--- src/hw/cda_pkg.sv ---
// Purpose: types and constants of the core data ALU datapath
// Assumes: one instruction per clk_sys cycle from the program controller
// Notes:   two-way buses are split into in, out and active-low enable
// Contract
// - Three input regs, two accumulators, paired extensions
// - Multiply, MAC, add, sub, shift, logic: one cycle
// - Two's-complement fractional/integer, unsigned, multi-precision
// - Operands 16, 32 or 36 bits, regs/accumulators
// - Results to accumulator, or 16-bit to reg/memory
// - Arithmetic 16/36-bit results; logic 16-bit only
// - All regs via core bus; x0 also from bus two
// - Barrel shifter plus accumulator shifter and limiters
// - Bit unit tests/sets/clears/inverts masked bits anywhere
// - Bitfield branch tests one byte only
// - Bus unit joins two buses, no delay
// - Narrow registers read zero in unused bits
// - Single access core bus; dual read adds bus two
// - Other core moves core bus; peripherals peripheral bus
// - Three word transfers per cycle, all move kinds
// - Address bus one any memory; two internal only
package cda_pkg;
    localparam logic [15:0] LIM_POS     = 16'h7FFF;
    localparam logic [15:0] LIM_NEG     = 16'h8000;
    localparam logic [35:0] MAC_POS     = 36'h0_7FFF_FFFF;
    localparam logic [35:0] MAC_NEG     = 36'hF_8000_0000;
    localparam logic [15:0] MASK_LO     = 16'h00FF;
    localparam logic [15:0] MASK_HI     = 16'hFF00;
    localparam logic [15:0] IN_RST      = 16'h0000;
    localparam logic [35:0] ACC_RST     = 36'h0_0000_0000;
    localparam logic [15:0] INT_TOP_DEF = 16'h07FF;

    typedef enum logic [4:0] {
        OP_NOP, OP_MPY, OP_MAC, OP_MACN, OP_ADD, OP_SUB, OP_ADC, OP_SBC,
        OP_ASL, OP_ASR, OP_LSHL, OP_LSHR, OP_AND, OP_OR, OP_EOR, OP_NOT,
        OP_TFR, OP_CLR, OP_BSET, OP_BCLR, OP_BCHG, OP_BTST, OP_BRTST
    } cda_op_t;
    typedef enum logic [2:0] {SRC_X0, SRC_Y0, SRC_Y1, SRC_A, SRC_B} cda_src_t;
    typedef enum logic [3:0] {
        RG_NONE, RG_X0, RG_Y0, RG_Y1, RG_A0, RG_A1, RG_A2,
        RG_B0, RG_B1, RG_B2, RG_ALIM, RG_BLIM
    } cda_reg_t;
    typedef enum logic [2:0] {D16_NONE, D16_X0, D16_Y0, D16_Y1, D16_MEM} cda_dst16_t;
    typedef enum logic [1:0] {RT_NONE, RT_CORE_PERI, RT_PERI_CORE, RT_XTWO_CORE} cda_route_t;
    typedef enum logic [1:0] {BM_CORE, BM_XMEM, BM_PERI} cda_bmt_t;

    typedef struct packed {
        logic       valid;
        cda_op_t    op;
        cda_src_t   srcA;
        cda_src_t   srcB;
        logic       dstB;
        logic       integerMode;
        logic       unsignedMul;
        logic       satMac;
        cda_dst16_t dst16;
        cda_reg_t   coreLoad;
        cda_reg_t   coreDrive;
        logic       xTwoLoad;
        cda_route_t route;
        cda_bmt_t   bmTarget;
        cda_reg_t   bmReg;
        logic [15:0] mask;
        logic       byteHigh;
        logic [15:0] addrOne;
        logic [15:0] addrTwo;
        logic       memWrite;
        logic       dualRead;
    } cda_instr_t;

    typedef struct packed {
        logic [15:0] x0;
        logic [15:0] y0;
        logic [15:0] y1;
        logic [35:0] a;
        logic [35:0] b;
    } cda_regs_t;

    typedef struct packed {
        logic carry;
        logic limited;
        logic bitTest;
    } cda_flags_t;
endpackage

--- src/hw/cda_datapath.sv ---
// Purpose: data ALU, bit manipulation unit and bus unit of the core
// Assumes: instr is held valid for exactly the cycle it executes
// Notes:   bus outputs are combinational so bus joins add no delay
`timescale 1ns/1ps
`default_nettype none
module cda_datapath #(
    parameter logic [15:0] INT_TOP = cda_pkg::INT_TOP_DEF
) (
    input  wire logic               clk_sys,
    input  wire logic               rst_b,
    input  wire cda_pkg::cda_instr_t instr,
    input  wire logic [15:0]        coreGlobalDataBusIn,
    output logic [15:0]             coreGlobalDataBusOut,
    output logic                    coreGlobalDataBusOe_b,
    input  wire logic [15:0]        peripheralGlobalDataBusIn,
    output logic [15:0]             peripheralGlobalDataBusOut,
    output logic                    peripheralGlobalDataBusOe_b,
    input  wire logic [15:0]        xDataBusTwo,
    output logic [15:0]             xAddressBusOne,
    output logic                    xExtSelOne,
    output logic                    xWriteOne,
    output logic [15:0]             xAddressBusTwo,
    output logic                    xReadTwo,
    output cda_pkg::cda_flags_t     flags
);
    import cda_pkg::*;

    cda_regs_t   regs;
    cda_regs_t   next_regs;
    cda_flags_t  next_flags;
    logic        bmPend;
    logic        next_bmPend;
    logic [15:0] bmData;
    logic [15:0] next_bmData;
    cda_bmt_t    bmTgt;
    cda_bmt_t    next_bmTgt;
    logic [15:0] bmAddr;
    logic [15:0] next_bmAddr;

    // Word limiter: a value using its extension saturates
    function automatic logic [15:0] limit16(input logic [35:0] v);
        if (v[35:31] == {5{v[35]}}) begin
            limit16 = v[31:16];
        end else begin
            limit16 = v[35] ? LIM_NEG : LIM_POS;
        end
    endfunction

    function automatic logic [35:0] limit32(input logic [35:0] v);
        if (v[35:31] == {5{v[35]}}) begin
            limit32 = v;
        end else begin
            limit32 = v[35] ? MAC_NEG : MAC_POS;
        end
    endfunction

    // Fractional words sit in the upper half, integers in the lower
    function automatic logic [35:0] widen(input logic [15:0] w, input logic intMode);
        widen = intMode ? {{20{w[15]}}, w} : {{4{w[15]}}, w, 16'h0000};
    endfunction

    function automatic logic [15:0] readReg(input cda_regs_t r, input cda_reg_t sel);
        unique case (sel)
            RG_X0:   readReg = r.x0;
            RG_Y0:   readReg = r.y0;
            RG_Y1:   readReg = r.y1;
            RG_A0:   readReg = r.a[15:0];
            RG_A1:   readReg = r.a[31:16];
            RG_A2:   readReg = {12'h000, r.a[35:32]};
            RG_B0:   readReg = r.b[15:0];
            RG_B1:   readReg = r.b[31:16];
            RG_B2:   readReg = {12'h000, r.b[35:32]};
            RG_ALIM: readReg = limit16(r.a);
            RG_BLIM: readReg = limit16(r.b);
            default: readReg = 16'h0000;
        endcase
    endfunction

    // Full accumulator moves sign-extend and clear the low word
    function automatic cda_regs_t putReg(input cda_regs_t r, input cda_reg_t sel,
                                         input logic [15:0] w);
        putReg = r;
        unique case (sel)
            RG_X0:   putReg.x0 = w;
            RG_Y0:   putReg.y0 = w;
            RG_Y1:   putReg.y1 = w;
            RG_A0:   putReg.a[15:0] = w;
            RG_A1:   putReg.a[31:16] = w;
            RG_A2:   putReg.a[35:32] = w[3:0];
            RG_B0:   putReg.b[15:0] = w;
            RG_B1:   putReg.b[31:16] = w;
            RG_B2:   putReg.b[35:32] = w[3:0];
            RG_ALIM: putReg.a = widen(w, 1'b0);
            RG_BLIM: putReg.b = widen(w, 1'b0);
            default: putReg = r;
        endcase
    endfunction

    function automatic logic [15:0] pickWord(input cda_regs_t r, input cda_src_t s);
        unique case (s)
            SRC_X0:  pickWord = r.x0;
            SRC_Y0:  pickWord = r.y0;
            SRC_Y1:  pickWord = r.y1;
            SRC_A:   pickWord = limit16(r.a);
            SRC_B:   pickWord = limit16(r.b);
            default: pickWord = 16'h0000;
        endcase
    endfunction

    // Operand decode
    wire logic        v      = instr.valid;
    wire cda_op_t     op     = instr.op;
    wire logic [35:0] accD   = instr.dstB ? regs.b : regs.a;
    wire logic        aIsAcc = (instr.srcA == SRC_A) || (instr.srcA == SRC_B);
    wire logic [15:0] opA16  = pickWord(regs, instr.srcA);
    wire logic [15:0] opB16  = pickWord(regs, instr.srcB);
    wire logic [35:0] accA36 = (instr.srcA == SRC_A) ? regs.a : regs.b;
    wire logic [35:0] opA36  = aIsAcc ? accA36 : widen(opA16, instr.integerMode);

    // Multiplier, single cycle and unpipelined
    logic signed [31:0] prodS;
    logic        [31:0] prodU;
    logic        [35:0] prod36;
    assign prodS  = $signed(opA16) * $signed(opB16);
    assign prodU  = opA16 * opB16;
    assign prod36 = instr.unsignedMul ? {4'h0, prodU}
                  : instr.integerMode ? {{4{prodS[31]}}, prodS}
                  : {{3{prodS[31]}}, prodS, 1'b0};

    // Shared adder; carry in chains multi-precision work
    wire logic        isMac  = (op == OP_MAC) || (op == OP_MACN);
    wire logic        subOp  = (op == OP_MACN) || (op == OP_SUB) || (op == OP_SBC);
    wire logic [35:0] addend = isMac ? prod36 : opA36;
    wire logic [35:0] addIn  = subOp ? ~addend : addend;
    wire logic        cinBit = (op == OP_ADC) ? flags.carry
                             : (op == OP_SBC) ? ~flags.carry
                             : subOp;
    logic [36:0] addRes;
    assign addRes = {1'b0, accD} + {1'b0, addIn} + {36'h0_0000_0000, cinBit};
    wire logic        addCarry = subOp ? ~addRes[36] : addRes[36];
    wire logic [35:0] addSat   = instr.satMac ? limit32(addRes[35:0]) : addRes[35:0];

    // Barrel shifter works on one word, arithmetic right shift
    wire logic [3:0]  bsAmt = opB16[3:0];
    wire logic [15:0] bsL   = opA16 << bsAmt;
    wire logic [15:0] bsR   = 16'($signed(opA16) >>> bsAmt);
    wire logic [15:0] bsRes = (op == OP_LSHL) ? bsL : bsR;

    // Logic unit touches only the middle word of the accumulator
    logic [15:0] lgRes;
    always_comb begin
        unique case (op)
            OP_AND:  lgRes = accD[31:16] & opA16;
            OP_OR:   lgRes = accD[31:16] | opA16;
            OP_EOR:  lgRes = accD[31:16] ^ opA16;
            default: lgRes = ~accD[31:16];
        endcase
    end

    wire logic isLogic  = (op == OP_AND) || (op == OP_OR) || (op == OP_EOR) || (op == OP_NOT);
    wire logic isBarrel = (op == OP_LSHL) || (op == OP_LSHR);
    wire logic isBit    = (op == OP_BSET) || (op == OP_BCLR) || (op == OP_BCHG)
                       || (op == OP_BTST) || (op == OP_BRTST);
    wire logic isAlu    = !isBit && (op != OP_NOP);

    logic [35:0] aluRes;
    logic        aluCarry;
    always_comb begin
        aluRes   = accD;
        aluCarry = flags.carry;
        unique case (op)
            OP_MPY: aluRes = instr.satMac ? limit32(prod36) : prod36;
            OP_MAC, OP_MACN, OP_ADD, OP_SUB, OP_ADC, OP_SBC: begin
                aluRes   = addSat;
                aluCarry = addCarry;
            end
            OP_ASL: begin
                aluRes   = {accD[34:0], 1'b0};
                aluCarry = accD[35];
            end
            OP_ASR: begin
                aluRes   = {accD[35], accD[35:1]};
                aluCarry = accD[0];
            end
            OP_LSHL, OP_LSHR: aluRes = widen(bsRes, 1'b0);
            OP_AND, OP_OR, OP_EOR, OP_NOT: aluRes = {accD[35:32], lgRes, accD[15:0]};
            OP_TFR: aluRes = opA36;
            OP_CLR: aluRes = ACC_RST;
            default: aluRes = accD;
        endcase
    end

    wire logic [15:0] res16  = (isLogic || isBarrel) ? (isLogic ? lgRes : bsRes)
                             : limit16(aluRes);
    wire logic        limHit = isMac && instr.satMac && (addSat != addRes[35:0]);

    // Bit manipulation unit
    wire logic [15:0] bmSrc = (instr.bmTarget == BM_CORE) ? readReg(regs, instr.bmReg)
                            : (instr.bmTarget == BM_XMEM) ? coreGlobalDataBusIn
                            : peripheralGlobalDataBusIn;
    wire logic [15:0] bMask = (op == OP_BRTST) ? (instr.mask & (instr.byteHigh ? MASK_HI : MASK_LO))
                            : instr.mask;
    wire logic        bmHit = (bmSrc & bMask) == bMask;
    wire logic [15:0] bmNew = (op == OP_BSET) ? (bmSrc | bMask)
                            : (op == OP_BCLR) ? (bmSrc & ~bMask)
                            : (bmSrc ^ bMask);
    wire logic        bmWr  = v && ((op == OP_BSET) || (op == OP_BCLR) || (op == OP_BCHG));

    // Bus unit: the word seen by core loads
    wire logic [15:0] loadWord = (instr.route == RT_PERI_CORE) ? peripheralGlobalDataBusIn
                               : (instr.route == RT_XTWO_CORE) ? xDataBusTwo
                               : coreGlobalDataBusIn;
    wire logic [15:0] driveWord = readReg(regs, instr.coreDrive);
    wire logic        d16Mem    = v && isAlu && (instr.dst16 == D16_MEM);
    wire logic        coreDrv   = v && (instr.coreDrive != RG_NONE);

    // Pending write-back wins the bus; controller leaves it free
    always_comb begin
        coreGlobalDataBusOe_b = 1'b0;
        if (bmPend && (bmTgt == BM_XMEM)) begin
            coreGlobalDataBusOut = bmData;
        end else if (d16Mem) begin
            coreGlobalDataBusOut = res16;
        end else if (coreDrv) begin
            coreGlobalDataBusOut = driveWord;
        end else if (v && (instr.route == RT_PERI_CORE)) begin
            coreGlobalDataBusOut = peripheralGlobalDataBusIn;
        end else if (v && (instr.route == RT_XTWO_CORE)) begin
            coreGlobalDataBusOut = xDataBusTwo;
        end else begin
            coreGlobalDataBusOut  = 16'h0000;
            coreGlobalDataBusOe_b = 1'b1;
        end
    end

    always_comb begin
        peripheralGlobalDataBusOe_b = 1'b0;
        if (bmPend && (bmTgt == BM_PERI)) begin
            peripheralGlobalDataBusOut = bmData;
        end else if (v && (instr.route == RT_CORE_PERI)) begin
            peripheralGlobalDataBusOut = coreDrv ? driveWord : coreGlobalDataBusIn;
        end else begin
            peripheralGlobalDataBusOut  = 16'h0000;
            peripheralGlobalDataBusOe_b = 1'b1;
        end
    end

    // Write-back reuses the address of its own bit op, not the current one
    assign xAddressBusOne = (bmPend && (bmTgt == BM_XMEM)) ? bmAddr : instr.addrOne;
    assign xExtSelOne     = xAddressBusOne > INT_TOP;
    assign xWriteOne      = (bmPend && (bmTgt == BM_XMEM)) || d16Mem || (v && instr.memWrite);
    assign xAddressBusTwo = instr.addrTwo;
    assign xReadTwo       = v && instr.dualRead && (instr.addrTwo <= INT_TOP);

    // Up to three words land per cycle; ALU result has last say
    always_comb begin
        next_regs   = regs;
        next_flags  = flags;
        next_bmPend = 1'b0;
        next_bmData = bmData;
        next_bmTgt  = bmTgt;
        next_bmAddr = bmAddr;
        if (v) begin
            next_regs = putReg(next_regs, instr.coreLoad, loadWord);
            if (instr.xTwoLoad) begin
                next_regs.x0 = xDataBusTwo;
            end
            if (isBit) begin
                next_flags.bitTest = bmHit;
            end
            if (bmWr && (instr.bmTarget == BM_CORE)) begin
                next_regs = putReg(next_regs, instr.bmReg, bmNew);
            end else if (bmWr) begin
                next_bmPend = 1'b1;
                next_bmData = bmNew;
                next_bmTgt  = instr.bmTarget;
                next_bmAddr = instr.addrOne;
            end
            if (isAlu) begin
                next_flags.carry   = aluCarry;
                next_flags.limited = limHit;
                unique case (instr.dst16)
                    D16_X0:   next_regs.x0 = res16;
                    D16_Y0:   next_regs.y0 = res16;
                    D16_Y1:   next_regs.y1 = res16;
                    D16_MEM:  next_regs = next_regs;
                    default: begin
                        if (instr.dstB) begin
                            next_regs.b = aluRes;
                        end else begin
                            next_regs.a = aluRes;
                        end
                    end
                endcase
            end
        end
    end

    always_ff @(posedge clk_sys or negedge rst_b) begin
        if (!rst_b) begin
            regs   <= '{x0: IN_RST, y0: IN_RST, y1: IN_RST, a: ACC_RST, b: ACC_RST};
            flags  <= '0;
            bmPend <= 1'b0;
            bmData <= 16'h0000;
            bmTgt  <= BM_CORE;
            bmAddr <= 16'h0000;
        end else begin
            regs   <= next_regs;
            flags  <= next_flags;
            bmPend <= next_bmPend;
            bmData <= next_bmData;
            bmTgt  <= next_bmTgt;
            bmAddr <= next_bmAddr;
        end
    end
endmodule
`default_nettype wire

--- config.mk ---
export PLATFORM = sky130hd
export DESIGN_NAME = cda_datapath
export DESIGN_NICKNAME = d
export VERILOG_FILES = /design/src/hw/cda_pkg.sv /design/src/hw/cda_datapath.sv
export SDC_FILE = /design/constraint.sdc
export NUM_CORES = 2
export LEC_CHECK = 0
export BUFFER_PORTS_ARGS = -buffer_cell sky130_fd_sc_hd__buf_2
export CORE_MARGIN = 3
export CORE_UTILIZATION = 30
export CTS_BUF_LIST = sky130_fd_sc_hd__clkbuf_4
export DETAILED_ROUTE_END_ITERATION = 7
export HOLD_SLACK_MARGIN = 0.02
export SETUP_SLACK_MARGIN = 0.1
export SLEW_MARGIN = 30
export SYNTH_ARGS = -nofsm -noshare
export SYNTH_HDL_FRONTEND = slang
export SYNTH_SLANG_ARGS = --single-unit
export TNS_END_PERCENT = 10
--- constraint.sdc ---
create_clock -name clk_sys -period 33.1 [get_ports clk_sys]
set_clock_uncertainty 0.1 [all_clocks]
set_input_delay 9.93 -clock clk_sys [delete_from_list [all_inputs] [get_ports clk_sys]]
set_output_delay 9.93 -clock clk_sys [all_outputs]
set_load 0.01 [all_outputs]
==> impl_metrics.ini <==
[run_status]
outcome = complete, but fails checks
violations = design-rule violations

[drt]
finalWirelength_um = 213000
firstDrtPassIters = 8
wl_per_cell_um = 29.4
drtIter0Drc = 6084
vias_per_cell = 6.13
drc_errors = 1
via_count = 44459
ant_nets = 0

[final_layout]
area_growth_pct = 10.5
mostFrequentLayoutCell = nand2_1
drive_above_1_share_pct = 12.7
fillers = 14309
final_nets = 6244
final_cell_mix = 603 x nand2_1, 550 x inv_1, 550 x nor2_1, 492 x a21oi_1, 368 x fa_1
fin_area_um2 = 44300

[clock_network]
root_buffer = clkbuf_4
clk_path_buf_depth = 2
htree_num_levels = 4
cts_sinks = 158
tritoncts = built
path_clk_slew_ns = 0.14
cts_made_buffers = 17
insertion_delay_ns = 0.71

[die]
rows = 133
start_util_pct = 30.3
dieWidth_um = 372
die_y_um = 372
die-area_um2 = 138000
ioPinCount = 209
core_um2 = 132000

[min_path]
min_path_type = flip-flop to flip-flop
hold_path.startpoint = bmAddr[10]
whs_path_depth = 1
hold_end = bmAddr[10]

[placement]
gp_congestion = 1.06
dpl-instance-area_um2 = 43900
dp_hpwl_um = 171000
port_buffers = 186

[setup_path]
r2r_setup_slack_ns = 18.68
crit_path_end_kind = output pin
critPathMostFrequentCell = fa_1
critical_path_arrival_ns = 22.68
rr_endpoint = regs[95]
r2r_start = regs[69]
max_stage_delay_ns = 0.61
crit_fanout = 19
worstPathRequired_ns = 23.07
reg2regPathDepth = 44
worstSetupPathType = input port to output pin
crit_path_top_delay_cell = fa_1
startpoint_type = input port

[timing]
post-route-period-util_pct = 98.8
post-route-min-period_ns = 32.71
setup_tns_ns = 0
max_freq_mhz = 30.6
finalSetupViolCount = 0
finalMaxSlewViolations = 0
hold_viol_final = 0
rsz0062_at_grt = true
tightest_slew_ns = 1.18
slew_headroom_pct = 21.5

[global_route]
grt_max_degree = 91
grt_antenna_before_repair = 20
gr-usage-all-layers_pct = 29.9
grt_pass1_wl_um = 303000
grt_pass1_vias = 41510
overflow = 0

[yosys]
synthTopCellsByArea = fa_1 18%, dfrtp_1 9.9%, ha_1 8.5%, a21oi_1 6.3%, nand2_1 5.7%
ys_ff_latch = 158
synth_top_area_cell = fa_1
netlist_instances = 5398
syn_area_um2 = 40100
synth_edf_count = 0
avgSynthCellArea_um2 = 7.43
synth-seq-area-share_pct = 9.86
ys_types = 98
async_flop_share_pct = 100
synth_warnings = 0
syn-num-nets = 6176
synth-main-ff-cell = dfrtp_1
synth_top_area_share_pct = 18.4

[job]
drv_cap = 0
cell type report:
type	instances	area, um^2	area share [%]
multi-input cells	4251	32600	73.5
flip-flops and latches	158	3950	8.92
inverters	563	2120	4.78
clock inverters	14	133	0.299
well taps	1755	2200	4.96
clock buffers	18	135	0.305
diodes	16	40.0	0.0904
repair buffers	475	3170	7.15
flip-flops by register name, indices dropped and copies added, names as in the netlist:
register,cells
bmAddr,16
bmData,16
bmPend,1
bmTgt,2
flags,3
regs,120
stage by stage:
| step | utilization (%) | worst slack, ns | hold slack (ns) | std cells |
|---|---|---|---|---|
| finish | 33.5 | 0.388 | 0.429 | 7250 |
| global route | 33.5 | 0.0804 | 0.449 | 7237 |
| CTS | 33.4 | 0.113 | 0.426 | 7231 |
| detailed placement | 33.2 | 0.146 | 0.395 | 7199 |
| global placement | 33.2 | 0.225 | 0.388 | 7199 |
| floorplan | - | 1.67 | 0.358 | 5398 |
synth_stat cells, types with 63 or more instances:
master	n
a211oi_1	126
a21o_1	65
a21oi_1	506
a22oi_1	101
clkbuf_1	337
dfrtp_1	158
fa_1	368
ha_1	273
inv_1	551
mux2i_1	143
nand2_1	606
nand3_1	97
nor2_1	554
o211ai_1	63
o21ai_0	304
o22ai_1	93
xnor2_1	77
cells by family after synthesis:
group,after synthesis,share of synthesized area [%]
adder cells (fa/ha/maj),641,26.9
XOR/XNOR,126,2.75
flip-flops,158,9.86
AND/OR/NAND/NOR,1566,17.1
AO/OA/AOI/OAI,1702,27.8
buffers and inverters,989,9.53
multiplexers,216,6.08
routing by layer:
layer  up-vias  global-route usage, %  share of wire, %
met5         -                      0             0.033
met4        12                   13.9               5.9
met3       593                   8.88                12
met2      2833                   43.9                42
met1     21972                   39.9                40
li1      19049                      -                 -
worst max-delay path: cells and delay by family:
| kind | cells | cell delay (ns) |
|---|---|---|
| xor gates and xnor gates | 2 | 0.46 |
| muxes | 1 | 0.13 |
| and+or+nand+nor | 9 | 2.40 |
| buffers and inverters | 13 | 2.15 |
| AOI/OAI and AO/OA | 16 | 3.93 |
| adders and majority gates | 8 | 3.65 |
worst max-delay path by stage:
stage	slack (ns)	cells after the start	startpoint	endpoint
floorplan	1.67	42	instr[75]	coreGlobalDataBusOut[11]
global placement	0.22	50	instr[77]	coreGlobalDataBusOut[10]
detailed placement	0.15	50	instr[77]	coreGlobalDataBusOut[11]
CTS	0.11	51	instr[75]	coreGlobalDataBusOut[2]
global route	0.08	43	instr[76]	coreGlobalDataBusOut[14]
finish	0.39	49	instr[77]	coreGlobalDataBusOut[10]
repair_timing:
| item | in CTS | in global routing |
|---|---|---|
| setup buffers | 0 | 3 |
| pin swaps | 0 | 3 |
| gates resized for setup | 1 | 16 |
| hold buffers | 0 | 0 |
| setup endpoints to repair | 1 | 15 |
| cloned | 0 | 0 |
Power is not shown: default switching activity piles up to over one toggle a cycle in this logic, so the estimate is an artifact.
